<file path="config.mk">
export PLATFORM = sky130hd
export DESIGN_NAME = usx_core
export DESIGN_NICKNAME = d
export VERILOG_FILES = /design/src/usx_core.v
export VERILOG_INCLUDE_DIRS = /design/src /design/src/src
export SDC_FILE = /design/constraint.sdc
export NUM_CORES = 1
export LEC_CHECK = 0
export BUFFER_PORTS_ARGS = -buffer_cell sky130_fd_sc_hd__buf_4
export CAP_MARGIN = 10
export CORE_MARGIN = 2
export CORE_UTILIZATION = 50
export DETAILED_ROUTE_END_ITERATION = 7
export PLACE_DENSITY = 0.69
export SLEW_MARGIN = 25
export SYNTH_ARGS = -nofsm -noshare
export SYNTH_HDL_FRONTEND = slang
export SYNTH_HIERARCHICAL = 1
export SYNTH_SLANG_ARGS = --single-unit
</file>
<file path="constraint.sdc">
create_clock -name REF_CLK -period 2.7 [get_ports REF_CLK]
set_clock_uncertainty 0.15 [all_clocks]
set_input_delay 0.27 -clock REF_CLK [delete_from_list [all_inputs] [get_ports REF_CLK]]
set_output_delay 0.27 -clock REF_CLK [all_outputs]
set_load 0.02 [all_outputs]
</file>
<file path="src/usx_map.vh">
// Notes on behaviour
// - tx done when shifter and buffer empty
// - interrupt acknowledge clears tx done flag
// - writing one clears tx done flag
// - request interrupt when enabled flag sets
// - parity bit after last data bit
// - tx disable waits for frames to drain
// - disabled transmitter releases the data pin
// - rx enable takes over receive pin
// - synchronous mode samples on transfer clock
// - reception starts on valid start bit
// - sample bits through first stop bit
// - second stop bit is ignored
// - first stop moves frame into buffer
// - unused high data bits read zero
// - rx complete set while unread data
// - rx disable flushes the receive buffer
// - two-entry buffer, read advances position
`ifndef USX_MAP_VH
`define USX_MAP_VH
// register addresses
`define USX_ADDR_DATA 3'h0
`define USX_ADDR_STAT 3'h1
`define USX_ADDR_CTRL 3'h2
`define USX_ADDR_FMT 3'h3
`define USX_ADDR_BAUD_LO 3'h4
`define USX_ADDR_BAUD_HI 3'h5
// status_reg_a fields
`define USX_STAT_RX_DONE 7
`define USX_STAT_TX_DONE 6
`define USX_STAT_TX_EMPTY 5
// control fields
`define USX_CTRL_TX_IRQ_EN 6
`define USX_CTRL_RX_EN 4
`define USX_CTRL_TX_EN 3
// format fields
`define USX_FMT_SYNC 6
`define USX_FMT_PAR_HI 5
`define USX_FMT_PAR_ODD 4
`define USX_FMT_STOP2 3
`define USX_FMT_SIZE_HI 2
`define USX_FMT_SIZE_LO 1
// reset values
`define USX_CTRL_RST 8'h00
`define USX_FMT_RST 8'h06
`define USX_BAUD_RST 12'h000
// timing and transmit buffer depth
`define USX_OS_LAST 4'hf
`define USX_OS_MID 4'h7
`define USX_TX_FIFO_DEPTH 4
`endif

</file>
<file path="src/usx_core.v">
`timescale 1ns/1ps
`include "usx_map.vh"

// small synchronous fifo, used as the transmit buffer
module usx_fifo #(
  parameter WIDTH = 8,
  parameter DEPTH = 4,
  parameter AW = 2
) (
  // clock and reset
  input wire clk,
  input wire resetn,
  // fill side
  input wire in_valid,
  output wire in_ready,
  input wire [WIDTH-1:0] in_data,
  // drain side
  output wire out_valid,
  input wire out_ready,
  output wire [WIDTH-1:0] out_data
);
  reg [WIDTH-1:0] mem [0:DEPTH-1];
  reg [AW-1:0] wr_q;
  reg [AW-1:0] rd_q;
  reg [AW:0] cnt_q;
  wire push;
  wire pop;

  assign in_ready = (cnt_q != DEPTH[AW:0]);
  assign out_valid = (cnt_q != {(AW+1){1'b0}});
  assign out_data = mem[rd_q];
  assign push = in_valid && in_ready;
  assign pop = out_valid && out_ready;

  // storage has no reset, pointers do
  always @(posedge clk) begin
    if (push) begin
      mem[wr_q] <= in_data;
    end
  end

  // pointers wrap at depth
  always @(posedge clk or negedge resetn) begin
    if (!resetn) begin
      wr_q <= {AW{1'b0}};
      rd_q <= {AW{1'b0}};
      cnt_q <= {(AW+1){1'b0}};
    end else begin
      if (push) begin
        wr_q <= (wr_q == DEPTH[AW-1:0] - 1'b1) ? {AW{1'b0}} : wr_q + 1'b1;
      end
      if (pop) begin
        rd_q <= (rd_q == DEPTH[AW-1:0] - 1'b1) ? {AW{1'b0}} : rd_q + 1'b1;
      end
      if (push && !pop) begin
        cnt_q <= cnt_q + 1'b1;
      end else if (pop && !push) begin
        cnt_q <= cnt_q - 1'b1;
      end
    end
  end
endmodule

// serial transceiver: tx complete, parity, tx drain, receive path
module usx_core (
  // clock and reset
  input wire REF_CLK,
  input wire RESETN,
  // register port
  input wire [2:0] ADDR,
  input wire [7:0] WDATA,
  input wire WR,
  input wire RD,
  output reg [7:0] RDATA,
  // serial pins
  input wire RXD_PIN,
  input wire XCK_PIN,
  output reg TXD_OUT,
  output reg TXD_OE,
  output reg RXD_OWNED,
  // interrupt handshake with the cpu
  input wire GLOBAL_IRQ_EN,
  input wire IRQ_ACK,
  output reg TX_DONE_IRQ,
  // transmit buffer fill ready
  output reg TX_BUF_READY
);
  localparam ST_IDLE = 3'h0;
  localparam ST_START = 3'h1;
  localparam ST_DATA = 3'h2;
  localparam ST_PAR = 3'h3;
  localparam ST_STOP = 3'h4;
  localparam ST_STOP2 = 3'h5;

  // software registers
  reg [7:0] ctrl_q;
  reg [7:0] fmt_q;
  reg [11:0] baud_q;
  reg tx_done_q;
  wire tx_done_irq_en = ctrl_q[`USX_CTRL_TX_IRQ_EN];
  wire rx_enable_bit = ctrl_q[`USX_CTRL_RX_EN];
  wire tx_enable_bit = ctrl_q[`USX_CTRL_TX_EN];
  wire sync_mode = fmt_q[`USX_FMT_SYNC];
  wire parity_mode_hi = fmt_q[`USX_FMT_PAR_HI];
  wire [1:0] char_size = fmt_q[`USX_FMT_SIZE_HI:`USX_FMT_SIZE_LO];
  wire [2:0] last_bit = {1'b1, char_size};
  wire data_wr = WR && (ADDR == `USX_ADDR_DATA);
  wire data_rd = RD && (ADDR == `USX_ADDR_DATA);
  wire [7:0] size_mask = 8'hff >> (2'h3 - char_size);

  // pin input filters: three stages, accept when last two agree
  reg [2:0] rxd_s_q;
  reg [2:0] xck_s_q;
  reg rxd_f_q;
  reg xck_f_q;
  reg xck_prev_q;
  always @(posedge REF_CLK or negedge RESETN) begin
    if (!RESETN) begin
      rxd_s_q <= 3'h7;
      xck_s_q <= 3'h0;
      rxd_f_q <= 1'b1;
      xck_f_q <= 1'b0;
      xck_prev_q <= 1'b0;
    end else begin
      rxd_s_q <= {rxd_s_q[1:0], RXD_PIN};
      xck_s_q <= {xck_s_q[1:0], XCK_PIN};
      if (rxd_s_q[1] == rxd_s_q[2]) begin
        rxd_f_q <= rxd_s_q[2];
      end
      if (xck_s_q[1] == xck_s_q[2]) begin
        xck_f_q <= xck_s_q[2];
      end
      xck_prev_q <= xck_f_q;
    end
  end
  wire xck_rise = xck_f_q && !xck_prev_q;
  wire xck_fall = !xck_f_q && xck_prev_q;

  // oversample tick, sixteen per bit in asynchronous mode
  reg [11:0] pre_q;
  reg os_tick_q;
  always @(posedge REF_CLK or negedge RESETN) begin
    if (!RESETN) begin
      pre_q <= 12'h000;
      os_tick_q <= 1'b0;
    end else begin
      os_tick_q <= (pre_q == 12'h000);
      pre_q <= (pre_q == 12'h000) ? baud_q : pre_q - 12'h001;
    end
  end

  // transmit buffer
  wire fifo_in_ready;
  wire fifo_out_valid;
  wire [7:0] fifo_out_data;
  reg fifo_pop;
  usx_fifo #(
    .WIDTH(8),
    .DEPTH(`USX_TX_FIFO_DEPTH),
    .AW(2)
  ) u_tx_buf (
    .clk(REF_CLK),
    .resetn(RESETN),
    .in_valid(data_wr),
    .in_ready(fifo_in_ready),
    .in_data(WDATA),
    .out_valid(fifo_out_valid),
    .out_ready(fifo_pop),
    .out_data(fifo_out_data)
  );

  // transmitter: bit boundary from the tick or the falling clock edge
  reg [2:0] tx_st_q;
  reg [3:0] tx_os_q;
  reg [2:0] tx_idx_q;
  reg [7:0] tx_sh_q;
  reg tx_par_q;
  reg tx_active_q;
  reg tx_frame_end;
  wire tx_bit = sync_mode ? xck_fall : (os_tick_q && tx_os_q == `USX_OS_LAST);
  always @* begin
    fifo_pop = tx_active_q && tx_st_q == ST_IDLE && fifo_out_valid;
    tx_frame_end = tx_bit && ((tx_st_q == ST_STOP && !fmt_q[`USX_FMT_STOP2])
      || tx_st_q == ST_STOP2);
  end
  always @(posedge REF_CLK or negedge RESETN) begin
    if (!RESETN) begin
      tx_st_q <= ST_IDLE;
      tx_os_q <= 4'h0;
      tx_idx_q <= 3'h0;
      tx_sh_q <= 8'h00;
      tx_par_q <= 1'b0;
      tx_active_q <= 1'b0;
      TXD_OUT <= 1'b1;
      TXD_OE <= 1'b0;
    end else begin
      if (os_tick_q) begin
        tx_os_q <= tx_os_q + 4'h1;
      end
      // disable only once shifter and buffer are empty
      if (tx_enable_bit) begin
        tx_active_q <= 1'b1;
      end else if (tx_st_q == ST_IDLE && !fifo_out_valid) begin
        tx_active_q <= 1'b0;
      end
      TXD_OE <= tx_active_q;
      case (tx_st_q)
        ST_IDLE: begin
          TXD_OUT <= 1'b1;
          if (fifo_pop) begin
            tx_sh_q <= fifo_out_data & size_mask;
            tx_par_q <= (^(fifo_out_data & size_mask)) ^ fmt_q[`USX_FMT_PAR_ODD];
            tx_st_q <= ST_START;
          end
        end
        ST_START: begin
          if (tx_bit) begin
            TXD_OUT <= 1'b0;
            tx_idx_q <= 3'h0;
            tx_st_q <= ST_DATA;
          end
        end
        ST_DATA: begin
          if (tx_bit) begin
            TXD_OUT <= tx_sh_q[0];
            tx_sh_q <= {1'b0, tx_sh_q[7:1]};
            tx_idx_q <= tx_idx_q + 3'h1;
            if (tx_idx_q == last_bit) begin
              tx_st_q <= parity_mode_hi ? ST_PAR : ST_STOP;
            end
          end
        end
        ST_PAR: begin
          if (tx_bit) begin
            TXD_OUT <= tx_par_q;
            tx_st_q <= ST_STOP;
          end
        end
        ST_STOP: begin
          if (tx_bit) begin
            TXD_OUT <= 1'b1;
            tx_st_q <= fmt_q[`USX_FMT_STOP2] ? ST_STOP2 : ST_IDLE;
          end
        end
        ST_STOP2: begin
          if (tx_bit) begin
            TXD_OUT <= 1'b1;
            tx_st_q <= ST_IDLE;
          end
        end
        default: begin
          tx_st_q <= ST_IDLE;
        end
      endcase
    end
  end

  // tx done flag: the set wins over both clears
  wire tx_done_set = tx_frame_end && !fifo_out_valid;
  wire tx_done_clr = IRQ_ACK
    || (WR && ADDR == `USX_ADDR_STAT && WDATA[`USX_STAT_TX_DONE]);
  always @(posedge REF_CLK or negedge RESETN) begin
    if (!RESETN) begin
      tx_done_q <= 1'b0;
      TX_DONE_IRQ <= 1'b0;
      TX_BUF_READY <= 1'b0;
    end else begin
      if (tx_done_set) begin
        tx_done_q <= 1'b1;
      end else if (tx_done_clr) begin
        tx_done_q <= 1'b0;
      end
      TX_DONE_IRQ <= tx_done_irq_en && GLOBAL_IRQ_EN
        && (tx_done_set || (tx_done_q && !tx_done_clr));
      TX_BUF_READY <= fifo_in_ready;
    end
  end

  // receiver; software sets format before enabling
  reg [2:0] rx_st_q;
  reg [3:0] rx_os_q;
  reg [2:0] rx_idx_q;
  reg [7:0] rx_sh_q;
  reg [7:0] rx_buf_q [0:1];
  reg rx_wp_q;
  reg rx_rp_q;
  reg [1:0] rx_cnt_q;
  reg rx_push;
  wire rx_bit = sync_mode ? xck_rise : (os_tick_q && rx_os_q == `USX_OS_LAST);
  wire rx_pop = data_rd && rx_cnt_q != 2'h0;
  always @* begin
    rx_push = rx_st_q == ST_STOP && rx_bit && rx_cnt_q != 2'h2;
  end
  always @(posedge REF_CLK or negedge RESETN) begin
    if (!RESETN) begin
      rx_st_q <= ST_IDLE;
      rx_os_q <= 4'h0;
      rx_idx_q <= 3'h0;
      rx_sh_q <= 8'h00;
      RXD_OWNED <= 1'b0;
    end else begin
      RXD_OWNED <= rx_enable_bit;
      if (os_tick_q) begin
        rx_os_q <= rx_os_q + 4'h1;
      end
      if (!rx_enable_bit) begin
        rx_st_q <= ST_IDLE;
      end else begin
        case (rx_st_q)
          ST_IDLE: begin
            // wait for the line to fall
            if (sync_mode && xck_rise && !rxd_f_q) begin
              rx_idx_q <= 3'h0;
              rx_st_q <= ST_DATA;
            end else if (!sync_mode && os_tick_q && !rxd_f_q) begin
              rx_os_q <= 4'h0;
              rx_st_q <= ST_START;
            end
          end
          ST_START: begin
            // a glitch shorter than half a bit is no start bit
            if (os_tick_q && rx_os_q == `USX_OS_MID) begin
              rx_os_q <= 4'h0;
              rx_idx_q <= 3'h0;
              rx_st_q <= rxd_f_q ? ST_IDLE : ST_DATA;
            end
          end
          ST_DATA: begin
            if (rx_bit) begin
              rx_sh_q <= {rxd_f_q, rx_sh_q[7:1]};
              rx_idx_q <= rx_idx_q + 3'h1;
              if (rx_idx_q == last_bit) begin
                rx_st_q <= parity_mode_hi ? ST_PAR : ST_STOP;
              end
            end
          end
          ST_PAR: begin
            if (rx_bit) begin
              rx_st_q <= ST_STOP;
            end
          end
          ST_STOP: begin
            // back to idle at once, any second stop just looks idle
            if (rx_bit) begin
              rx_st_q <= ST_IDLE;
            end
          end
          default: begin
            rx_st_q <= ST_IDLE;
          end
        endcase
      end
    end
  end

  // right-align the shifted frame and clear unused bits
  wire [7:0] rx_frame = (rx_sh_q >> (2'h3 - char_size)) & size_mask;

  // two-entry receive buffer, a full buffer drops the new frame
  always @(posedge REF_CLK) begin
    if (rx_push) begin
      rx_buf_q[rx_wp_q] <= rx_frame;
    end
  end
  always @(posedge REF_CLK or negedge RESETN) begin
    if (!RESETN) begin
      rx_wp_q <= 1'b0;
      rx_rp_q <= 1'b0;
      rx_cnt_q <= 2'h0;
    end else if (!rx_enable_bit) begin
      rx_wp_q <= 1'b0;
      rx_rp_q <= 1'b0;
      rx_cnt_q <= 2'h0;
    end else begin
      if (rx_push) begin
        rx_wp_q <= ~rx_wp_q;
      end
      if (rx_pop) begin
        rx_rp_q <= ~rx_rp_q;
      end
      if (rx_push && !rx_pop) begin
        rx_cnt_q <= rx_cnt_q + 2'h1;
      end else if (rx_pop && !rx_push) begin
        rx_cnt_q <= rx_cnt_q - 2'h1;
      end
    end
  end

  // register writes
  always @(posedge REF_CLK or negedge RESETN) begin
    if (!RESETN) begin
      ctrl_q <= `USX_CTRL_RST;
      fmt_q <= `USX_FMT_RST;
      baud_q <= `USX_BAUD_RST;
    end else if (WR) begin
      case (ADDR)
        `USX_ADDR_CTRL: ctrl_q <= WDATA;
        `USX_ADDR_FMT: fmt_q <= WDATA;
        `USX_ADDR_BAUD_LO: baud_q <= {baud_q[11:8], WDATA};
        `USX_ADDR_BAUD_HI: baud_q <= {WDATA[3:0], baud_q[7:0]};
        default: baud_q <= baud_q;
      endcase
    end
  end

  // register reads, data one cycle after the strobe
  always @(posedge REF_CLK or negedge RESETN) begin
    if (!RESETN) begin
      RDATA <= 8'h00;
    end else if (RD) begin
      case (ADDR)
        `USX_ADDR_DATA: RDATA <= (rx_cnt_q != 2'h0) ? rx_buf_q[rx_rp_q] : 8'h00;
        `USX_ADDR_STAT: RDATA <= {rx_cnt_q != 2'h0, tx_done_q, !fifo_out_valid, 5'h00};
        `USX_ADDR_CTRL: RDATA <= ctrl_q;
        `USX_ADDR_FMT: RDATA <= fmt_q;
        `USX_ADDR_BAUD_LO: RDATA <= baud_q[7:0];
        `USX_ADDR_BAUD_HI: RDATA <= {4'h0, baud_q[11:8]};
        default: RDATA <= 8'h00;
      endcase
    end else begin
      RDATA <= 8'h00;
    end
  end
endmodule

</file>
==> impl_metrics.env, run 1 <==
export IMPL_grt_max_degree=52
export IMPL_synth_seq_cells=161
export IMPL_yosys_most_used_dff="dfrtp_1"
export IMPL_fmax_mhz=402.9
export IMPL_drtIter0Drc=291
export IMPL_wl_per_cell_um=17.79
export IMPL_die_area_um2=15780
export IMPL_finalWeightedCongestion=0.8424
export IMPL_crit_path_end_kind="register"
export IMPL_hpwl_um=10540
export IMPL_fin_util_pct=59.22
export IMPL_ys_types=70
export IMPL_register_area_um2=4278
export IMPL_seq_area_frac_synth_pct=57.86
export IMPL_tightest_slew_ns=0.6735
export IMPL_port_buffers=31
export IMPL_synth_edf_count=48
export IMPL_syn_num_nets=621
export IMPL_grt_use_total_pct=20.07
export IMPL_drv_cap=0
export IMPL_synthCells=589
export IMPL_period_needed_ns=2.482
export IMPL_cts_root_buffer="clkbuf_16"
export IMPL_min_to="tx_done_q"
export IMPL_antenna_left=0
export IMPL_dp_slack_ns=0.1329
export IMPL_core_area_um2=14480
export IMPL_cts_tree="done"
export IMPL_required_ns=2.89
export IMPL_grt_pass1_wl_um=24750
export IMPL_multiInputGateArea_um2=2940
export IMPL_syn2layout_area_growth_pct=15.98
export IMPL_finalHoldViolations=0
export IMPL_slew_headroom_pct=55.10
export IMPL_clock_path_buffers=2
export IMPL_status="finished clean"
export IMPL_fill_cells=1155
export IMPL_drc=0
export IMPL_setup_viol=0
export IMPL_cellLeakagePower_uw=0.003505
export IMPL_ys_warn_count=6
export IMPL_start_kind="register"
export IMPL_grt_ovfl_total=0
export IMPL_fin_nets=677
export IMPL_wl_um=14980
export IMPL_fp_dieH_um=125.6
export IMPL_reg2reg_from="u_tx_buf/cnt_q[0]"
export IMPL_p_per_area_nw_per_um2=904.3
export IMPL_reg2reg_depth=10
export IMPL_avgSynthCellArea_um2=12.55
export IMPL_rsz0062_at_grt="no"
export IMPL_async_flop_share_pct=70.19
export IMPL_drive_gt1_share_pct=24.32
export IMPL_insertion_delay_ns=0.42
export IMPL_min_path_type="in2reg"
export IMPL_antenna_found_initial=0
export IMPL_num_rows=44
export IMPL_pin_count=32
export IMPL_worstPathArrival_ns=2.67
export IMPL_diodes=0
export IMPL_whs_ns=0.09653
export IMPL_cts_inserted_buffers=17
export IMPL_initial_core_util_pct=51.06
export IMPL_die_x_um=125.6
export IMPL_postCtsSetupBuffers=0
export IMPL_htree_levels=4
export IMPL_syn_area_um2=7393
export IMPL_drv_slew=0
export IMPL_setup_tns_ns=0
export IMPL_hold_path_depth=3
export IMPL_hp_start="IRQ_ACK"
export IMPL_cp_max_fo=6
export IMPL_grt_pass1_vias=4899
export IMPL_firstDrtPassIters=5
export IMPL_setup_slack_ns=0.2180
export IMPL_vias=4738
export IMPL_via_per_inst=5.627
export IMPL_cts_sinks=161
export IMPL_path_class="reg2reg"
export IMPL_vdd_ir_drop_max_mv=0.5173
export IMPL_fin_crit_sh_pct=91.93
export IMPL_r2r_setup_slack_ns=0.22
export IMPL_r2r_end="u_tx_buf/cnt_q[2]"
export IMPL_path_clk_slew_ns=0.06
-- critical path, stage by stage, from the launching register on --
cell and delay (ns):
dfrtp_1 0.42, or3_4 0.42, nand2_1 0.09, nor2_2 0.06
nand2_1 0.12, ha_1 0.20, inv_1 0.06, fa_1 0.39
xor2_1 0.18, nor2_1 0.14, xor2_1 0.17
-- power by group --
| part | switching, µW | internal [µW] |
|---|---|---|
| combinational | 1070 | 1070 |
| sequential | 450 | 2960 |
| clock | 943 | 1260 |
-- state kept, by name (all words and copies together) (netlist names), 3 cells and up --
signal / cells
rx_st_q: 3
u_tx_buf/cnt_q: 3
tx_idx_q: 3
rx_sh_q: 8
tx_sh_q: 8
rx_os_q: 4
RDATA: 8
u_tx_buf/mem: 32
fmt_q: 8
pre_q: 12
ctrl_q: 8
baud_q: 12
rx_buf_q: 16
rx_idx_q: 3
xck_s_q: 3
rxd_s_q: 3
tx_os_q: 4
tx_st_q: 3
-- cell families (layout without fill, tap and decap cells) --
| family | after synthesis | after routing | share of synthesized area (%) |
|---|---|---|---|
| muxes | 86 | 86 | 13.93 |
| DFF | 161 | 161 | 57.86 |
| and+or+nand+nor | 149 | 149 | 10.48 |
| buffers and inverters | 42 | 111 | 2.420 |
| AOI/OAI and AO/OA | 105 | 105 | 9.071 |
| adders and majority gates | 15 | 15 | 2.572 |
| xor gates and xnor gates | 31 | 31 | 3.672 |
-- layer usage --
metal  wire (µm)  vias to the layer above  GRT usage, %  share of wire (%)
met4         185                        0         5.359                1.2
met1        7068                     2377         27.17                 47
li1            -                     2255             -                  -
met5           0                        -             0                  0
met3         445                       16         4.536                3.0
met2        7283                       90         32.97                 49
-- how the worst max path moves through the flow --
stage / start / cells after the start / endpoint
2_1_floorplan: ADDR[0] / 10 / u_tx_buf/cnt_q[2]
3_3_place_gp: u_tx_buf/cnt_q[0] / 10 / u_tx_buf/cnt_q[2]
3_5_place_dp: u_tx_buf/cnt_q[0] / 10 / u_tx_buf/cnt_q[2]
4_1_cts: u_tx_buf/cnt_q[0] / 10 / u_tx_buf/cnt_q[2]
5_1_grt: u_tx_buf/cnt_q[0] / 10 / u_tx_buf/cnt_q[2]
6_report: u_tx_buf/cnt_q[0] / 10 / u_tx_buf/cnt_q[2]
-- final cells by class --
| cell class | instances | share of cell area (%) |
|---|---|---|
| clock buffer | 18 | 5.005 |
| tap | 184 | 2.685 |
| clock inverter | 14 | 1.342 |
| multi-input combinational | 386 | 34.29 |
| sequential | 161 | 49.89 |
| inverter | 15 | 0.6566 |
| timing repair buffer | 64 | 6.129 |
-- metrics by stage --
stage	instances	total power, µW	instance area, µm²
5_1_grt	842	8236	8574
4_1_cts	842	7815	8571
3_3_place_gp	797	5452	7896
2_1_floorplan	589	4959	7393
6_report	842	7754	8574
3_5_place_dp	797	5570	7896
-- placed cells by master, fill, tap and decap left out, types with 3 or more instances in the layout --
| cell type | netlist | routed |
|---|---|---|
| dfrtp_1 | 106 | 106 |
| buf_4 | 1 | 50 |
| edfxtp_1 | 48 | 48 |
| mux2_2 | 47 | 47 |
| nand2_1 | 44 | 44 |
| nor2_1 | 37 | 37 |
| o21ai_0 | 30 | 30 |
| mux2i_1 | 29 | 29 |
| a21oi_1 | 23 | 23 |
| xnor2_1 | 22 | 22 |
| clkbuf_16 | 0 | 17 |
| inv_1 | 15 | 15 |
| dlygate4sd3_1 | 0 | 13 |
| ha_1 | 12 | 12 |
| o21a_1 | 9 | 9 |
| xor2_1 | 9 | 9 |
| nand3_1 | 8 | 8 |
| mux4_2 | 8 | 8 |
| dfstp_2 | 7 | 7 |
| nand2b_1 | 7 | 7 |
| nor2b_1 | 7 | 7 |
| a22oi_1 | 7 | 7 |
| o22ai_1 | 7 | 7 |
| nor3_1 | 6 | 6 |
| and2_1 | 5 | 5 |
| nand4_1 | 5 | 5 |
| a221oi_1 | 4 | 4 |
| clkinv_2 | 0 | 4 |
| and3_2 | 4 | 4 |
| o31ai_1 | 3 | 3 |
| nor4_1 | 3 | 3 |
| and3_1 | 3 | 3 |
| a31oi_1 | 3 | 3 |
| clkinvlp_4 | 0 | 3 |
-- Yosys cell counts, types with 3 or more instances --
| cell | number | share of area, % |
|---|---|---|
| o21a_1 | 9 | 0.91 |
| mux4_2 | 8 | 2.4 |
| nor2_1 | 37 | 1.9 |
| a21oi_1 | 23 | 1.6 |
| ha_1 | 12 | 2.0 |
| nand2_1 | 44 | 2.2 |
| nand3_1 | 8 | 0.54 |
| clkbuf_1 | 15 | 0.76 |
| inv_1 | 15 | 0.76 |
| and3_1 | 3 | 0.25 |
| o31ai_1 | 3 | 0.30 |
| nor4_1 | 3 | 0.25 |
| edfxtp_1 | 48 | 19 |
| a22oi_1 | 7 | 0.71 |
| o21ai_0 | 30 | 2.0 |
| nor2b_1 | 7 | 0.59 |
| buf_2 | 8 | 0.54 |
| mux2i_1 | 29 | 3.9 |
| dfstp_2 | 7 | 2.5 |
| nor3_1 | 6 | 0.41 |
| a221oi_1 | 4 | 0.47 |
| and2_1 | 5 | 0.42 |
| a31oi_1 | 3 | 0.25 |
| nand2b_1 | 7 | 0.59 |
| and3_2 | 4 | 0.41 |
| xnor2_1 | 22 | 2.6 |
| o22ai_1 | 7 | 0.59 |
| nand4_1 | 5 | 0.42 |
| dfrtp_1 | 106 | 36 |
| mux2_2 | 47 | 7.2 |
| xor2_1 | 9 | 1.1 |
-- repair_timing --
| action | in CTS | in global routing |
|---|---|---|
| hold buffers | 13 | 0 |
| endpoints found under the hold margin | 90 | 0 |
| endpoints found under the setup margin | 0 | 1 |
| gates resized for setup | 0 | 1 |
Note: power is estimated with default switching activity, not from simulation.
==> run 2: changes to the inputs <==
--- a/config.mk
+++ b/config.mk
@@ -6,7 +6,7 @@
 export SDC_FILE = /design/constraint.sdc
 export NUM_CORES = 1
 export LEC_CHECK = 0
-export BUFFER_PORTS_ARGS = -buffer_cell sky130_fd_sc_hd__buf_4
+export BUFFER_PORTS_ARGS = -buffer_cell sky130_fd_sc_hd__clkbuf_2
 export CAP_MARGIN = 10
 export CORE_MARGIN = 2
 export CORE_UTILIZATION = 50
==> constraint.sdc (replaced) <==
create_clock -name REF_CLK -period 2.7 [get_ports REF_CLK]
set_clock_uncertainty 0.15 [all_clocks]
set_input_delay 0.27 -clock REF_CLK [delete_from_list [all_inputs] [get_ports REF_CLK]]
set_output_delay 0.27 -clock REF_CLK [all_outputs]
set_load 0.01 [all_outputs]
==> run 2 against run 1 <==
Design area shrank 1.2%. Combinational power down 3%. Via count is 0.99% lower. Flip-flop and latch count did not move. Sequential share of layout area grew 0.60 points. Maximum frequency grew 2.2%. Non-clock buffer count down 8. Worst hold slack worse by 0.084 ns. Global-route usage barely moved. Largest cell class unchanged. Largest power group unchanged.
==> impl_metrics.env, run 2 (synthesis gave the netlist of run 1 again) <==
export IMPL_status="finished clean"
export IMPL_clock_path_buffers=2
export IMPL_start_kind="register"
export IMPL_grt_ovfl_total=0
export IMPL_layout_commonest_cell="dfrtp_1"
export IMPL_initial_core_util_pct=51.06
export IMPL_cts_sinks=161
export IMPL_drc=0
export IMPL_wl_met1_um=6759
export IMPL_drv_slew=0
export IMPL_most_common_layout_cells="dfrtp_1, edfxtp_1, mux2_2"
export IMPL_diodes=0
export IMPL_setup_tns_ns=0
export IMPL_tightest_slew_ns=0.6746
export IMPL_met3_length_um=672
export IMPL_slew_headroom_pct=55.03
export IMPL_num_rows=44
export IMPL_path_class="reg2reg"
export IMPL_r2r_setup_slack_ns=0.27
export IMPL_largest_register_ffs=32
export IMPL_grt_pass1_wl_um=24660
export IMPL_dr_wl_met2_um=7234
export IMPL_cp_endpoint="u_tx_buf/cnt_q[2]"
export IMPL_cp_max_fo=6
export IMPL_core_area_um2=14480
export IMPL_cts_tree="done"
export IMPL_vias=4691
export IMPL_wl_um=14800
export IMPL_p_per_area_nw_per_um2=932.5
export IMPL_drtIter0Drc=291
export IMPL_drv_cap=0
export IMPL_finalWeightedCongestion=0.8586
export IMPL_antenna_found_initial=0
export IMPL_grt_max_degree=50
export IMPL_via_per_inst=5.625
export IMPL_fin_nets=669
export IMPL_top_register="u_tx_buf/mem"
export IMPL_fill_cells=1156
export IMPL_port_buffers=31
export IMPL_cts_inserted_buffers=17
export IMPL_fin_crit_sh_pct=89.99
export IMPL_crit_start="u_tx_buf/cnt_q[0]"
export IMPL_insertion_delay_ns=0.43
export IMPL_finalHoldViolations=0
export IMPL_wl_per_cell_um=17.74
export IMPL_htree_levels=4
export IMPL_routed_top_layer="met4"
export IMPL_crit_path_end_kind="register"
export IMPL_die_x_um=125.6
export IMPL_pin_count=32
export IMPL_worstPathArrival_ns=2.62
export IMPL_die_area_um2=15780
export IMPL_antenna_left=0
export IMPL_grt_use_total_pct=20.12
export IMPL_r2r_end="u_tx_buf/cnt_q[2]"
export IMPL_reg2reg_from="u_tx_buf/cnt_q[0]"
export IMPL_hpwl_um=10400
export IMPL_required_ns=2.90
export IMPL_period_needed_ns=2.430
export IMPL_firstDrtPassIters=5
export IMPL_drive_gt1_share_pct=25.08
export IMPL_register_area_um2=4278
export IMPL_fmax_mhz=411.6
export IMPL_multiInputGateArea_um2=2940
export IMPL_min_path_type="in2reg"
export IMPL_syn2layout_area_growth_pct=14.60
export IMPL_postCtsSetupBuffers=0
export IMPL_reg2reg_depth=10
export IMPL_cts_root_buffer="clkbuf_16"
export IMPL_power_uw=7901
export IMPL_fp_dieH_um=125.6
export IMPL_grt_pass1_vias=4796
export IMPL_rsz0062_at_grt="no"
export IMPL_top_regs="u_tx_buf/mem x32, rx_buf_q x16"
export IMPL_vdd_ir_drop_max_mv=0.6020
export IMPL_path_clk_slew_ns=0.06
export IMPL_setup_viol=0
export IMPL_cellLeakagePower_uw=0.003480
## run 2: critical path, stage by stage (launching register included)
cell	delay, ns
dfrtp_1	0.44
or3_4	0.43
nand2_1	0.09
nor2_2	0.06
nand2_1	0.13
ha_1	0.20
inv_1	0.06
fa_1	0.37
xor2_1	0.17
nor2_1	0.12
xor2_1	0.16
## run 2: worst min path at each step
stage             start                  to  slack, ns  depth (start not counted)
2_1_floorplan    RESETN            RDATA[0]      -0.18                          0
3_3_place_gp     RESETN          tx_sh_q[2]       0.19                          1
3_5_place_dp     RESETN          tx_sh_q[2]       0.19                          1
4_1_cts        WDATA[4]  u_tx_buf/mem[1][4]       0.01                          1
5_1_grt        WDATA[6]  u_tx_buf/mem[3][6]       0.02                          1
6_report       WDATA[4]  u_tx_buf/mem[1][4]       0.01                          1
## run 2: area by class of cell
cell class	count	share of cell area (%)
Clock buffer	19	5.272
Tap cell	184	2.717
Sequential cell	161	50.49
Clock inverter	13	1.787
Multi-Input combinational cell	386	34.70
Inverter	15	0.6645
Timing Repair Buffer	56	4.371
## run 2: per-layer routing
layer	up-vias	global-route usage (%)
met4	0	5.033
met5	-	0
met2	111	32.34
met1	2331	27.24
met3	11	5.734
li1	2238	-
## run 2: where the power goes
group	internal (µW)	switching (µW)
registers	2960	450
logic	1040	1040
clock network	1410	1000
total	5420	2490
## run 2: metrics by stage
| step | hold WS (ns) | instances | setup slack [ns] | instance area (µm²) | util, % |
|---|---|---|---|---|---|
| after floorplan | -0.1756 | 589 | 0.1204 | 7393 | - |
| after global placement | 0.1857 | 797 | 0.1971 | 7821 | 54.02 |
| after detailed placement | 0.1921 | 797 | 0.1559 | 7821 | 54.02 |
| after CTS | 0.01458 | 834 | 0.1411 | 8469 | 58.49 |
| after global routing | 0.02341 | 834 | 0.1121 | 8473 | 58.52 |
| final | 0.01212 | 834 | 0.2702 | 8473 | 58.52 |
## run 2: what timing repair did
action | in CTS | in global routing
endpoints found under the setup margin | 0 | 1
hold endpoints to repair | 52 | 0
gates resized for setup | 0 | 1
hold buffers | 5 | 0
==> run 3: changes to the inputs <==
--- a/config.mk
+++ b/config.mk
@@ -11,7 +11,7 @@
 export CORE_MARGIN = 2
 export CORE_UTILIZATION = 50
 export DETAILED_ROUTE_END_ITERATION = 7
-export PLACE_DENSITY = 0.69
+export PLACE_DENSITY = 0.71
 export SLEW_MARGIN = 25
 export SYNTH_ARGS = -nofsm -noshare
 export SYNTH_HDL_FRONTEND = slang
==> constraint.sdc (replaced) <==
create_clock -name REF_CLK -period 2.9 [get_ports REF_CLK]
set_clock_uncertainty 0.15 [all_clocks]
set_input_delay 0 -clock REF_CLK [delete_from_list [all_inputs] [get_ports REF_CLK]]
set_output_delay 0 -clock REF_CLK [all_outputs]
set_load 0.01 [all_outputs]
==> run 3 against run 2 <==
The flow now finishes with violations (negative hold slack). Worst hold slack lost 0.029 ns. Critical path depth is the same. Via count grew 1.1%. Sequential power decreased by 5%. Non-clock buffer count is 4 higher. Flip-flop and latch count is the same. Register-to-register slack better by 0.04 ns. Largest power group unchanged. Count of clock-buffer cells in the layout unchanged. Highest routed layer unchanged. Worst setup slack worse by 0.032 ns. Combinational power decreased by 9.6%. Design area about the same.
==> impl_metrics.env, run 3 (synthesis gave the netlist of run 1 again) <==
export IMPL_grt_use_total_pct=20.38
export IMPL_drv_cap=0
export IMPL_vdd_ir_drop_max_mv=0.4489
export IMPL_port_buffers=31
export IMPL_die_area_um2=15780
export IMPL_register_area_um2=4278
export IMPL_cts_inserted_buffers=17
export IMPL_fp_dieH_um=125.6
export IMPL_fin_util_pct=58.56
export IMPL_most_common_layout_cells="dfrtp_1, edfxtp_1, mux2_2"
export IMPL_reg2reg_from="u_tx_buf/cnt_q[0]"
export IMPL_start_kind="input pin"
export IMPL_fin_crit_sh_pct=91.77
export IMPL_crit_start="ADDR[2]"
export IMPL_hpwl_um=10340
export IMPL_setup_tns_ns=0
export IMPL_via_per_inst=5.661
export IMPL_r2r_end="u_tx_buf/cnt_q[2]"
export IMPL_crit_path_end_kind="register"
export IMPL_drv_slew=0
export IMPL_path_clk_slew_ns=0.06
export IMPL_violations="negative hold slack"
export IMPL_cellLeakagePower_uw=0.003453
export IMPL_crit_path_top_delay_cell="nor4b_1"
export IMPL_syn2layout_area_growth_pct=14.67
export IMPL_rsz0062_at_grt="no"
export IMPL_gr_usage_met1_pct=26.95
export IMPL_use_met2_pct=33.58
export IMPL_largest_register_ffs=32
export IMPL_htree_levels=4
export IMPL_dpl_cell_area_um2=7761
export IMPL_antenna_left=0
export IMPL_diodes=0
export IMPL_whs_ns=-0.01696
export IMPL_cpMostUsedCell="xor2_1"
export IMPL_path_depth=10
export IMPL_setup_viol=0
export IMPL_min_path_type="in2async"
export IMPL_cts_resized=0
export IMPL_die_x_um=125.6
export IMPL_cts_sinks=161
export IMPL_crit_family="simple AND/OR/NAND/NOR gates"
export IMPL_grt_max_degree=50
export IMPL_layout_commonest_cell="dfrtp_1"
export IMPL_multiInputGateArea_um2=2937
export IMPL_core_area_um2=14480
export IMPL_grt_use_met3_pct=4.065
export IMPL_insertion_delay_ns=0.43
export IMPL_grt_pass1_wl_um=25010
export IMPL_path_buf_inv=3
export IMPL_cp_max_fo=11
export IMPL_cts_root_buffer="clkbuf_16"
export IMPL_antenna_found_initial=0
export IMPL_drc=0
export IMPL_finalHoldViolations=11
export IMPL_fin_area_um2=8478
export IMPL_reg2reg_depth=10
export IMPL_cpPeakStageDelay_ns=0.73
export IMPL_fmax_mhz=375.7
export IMPL_r2r_setup_slack_ns=0.31
export IMPL_required_ns=3.10
export IMPL_drtIter0Drc=263
export IMPL_fin_nets=673
export IMPL_clock_path_buffers=2
export IMPL_drive_gt1_share_pct=23.39
export IMPL_status="finished, violations left"
export IMPL_worstPathArrival_ns=2.86
export IMPL_postCtsHoldBufs=17
export IMPL_grt_busiest_layer="met2"
export IMPL_num_rows=44
export IMPL_wl_per_cell_um=18.00
export IMPL_p_per_area_nw_per_um2=847.9
export IMPL_initial_core_util_pct=51.06
export IMPL_finalWeightedCongestion=0.9023
export IMPL_top_regs="u_tx_buf/mem x32, rx_buf_q x16"
export IMPL_firstDrtPassIters=6
export IMPL_top_register="u_tx_buf/mem"
export IMPL_cts_tree="done"
export IMPL_path_class="in2reg"
export IMPL_wl_um=15090
export IMPL_pin_count=32
export IMPL_postCtsSetupBuffers=0
export IMPL_grt_pass1_vias=4874
export IMPL_tightest_slew_ns=0.8463
export IMPL_crit_chain="dlygate4sd3_1 -> clkbuf_2 -> nor4b_1 -> and2_4 -> ha_1 -> inv_1 -> fa_1 -> xor2_1 -> nor2_1 -> xor2_1"
export IMPL_slew_headroom_pct=42.79
export IMPL_grt_ovfl_total=0
export IMPL_fill_cells=1132
export IMPL_vias=4744
export IMPL_period_needed_ns=2.661
-- run 3: cell types whose count changed in the layout (fill, tap and decap cells not counted), sizes merged --
cell	delta
clkinv	+1
bufinv	-1
inv	-3
buf	-8
dlygate4sd3	+12
clkinvlp	+3
-- run 3: routing by layer --
metal	vias to the layer above	wire length, µm
met5	-	0
met4	0	272
met3	23	624
met2	106	7539
met1	2371	6651
li1	2244	-
-- run 3: layout make-up --
| type | instances | area share [%] |
|---|---|---|
| Clock buffer | 19 | 5.106 |
| Clock inverter | 13 | 1.343 |
| Inverter | 15 | 0.6641 |
| Multi-Input combinational cell | 386 | 34.64 |
| Sequential cell | 161 | 50.46 |
| Tap cell | 184 | 2.715 |
| Timing Repair Buffer | 60 | 5.077 |
-- run 3: power by group --
group | total (µW) | leakage (µW) | switching, µW | internal [µW]
sequential | 3230 | 0.00187 | 472 | 2760
clock | 2080 | 0.000256 | 902 | 1180
combinational | 1880 | 0.00133 | 930 | 950
total | 7190 | 0.00345 | 2300 | 4880
-- run 3: metrics by stage --
stage               total power, µW  setup WS [ns]  cells
finish                         7189         0.2386    838
global route                   7621         0.1570    838
CTS                            7235         0.3095    838
detailed placement             5117         0.3285    789
global placement               4993         0.4098    789
floorplan                      4598         0.5198    589
-- run 3: worst max path at each step --
stage / end / slack [ns]
6_report: u_tx_buf/cnt_q[2] / 0.24
5_1_grt: u_tx_buf/cnt_q[2] / 0.16
4_1_cts: u_tx_buf/cnt_q[2] / 0.31
3_5_place_dp: u_tx_buf/cnt_q[2] / 0.33
3_3_place_gp: u_tx_buf/cnt_q[2] / 0.41
2_1_floorplan: u_tx_buf/cnt_q[2] / 0.52
-- run 3: worst reg2reg max path, delay by kind of cell, from the launching register on --
family                   cells  cell delay (ns)
adder cells (fa/ha/maj)      2             0.58
flip-flops                   1             0.44
XOR/XNOR                     2             0.34
buffers and inverters        1             0.06
AND/OR/NAND/NOR              5             0.95
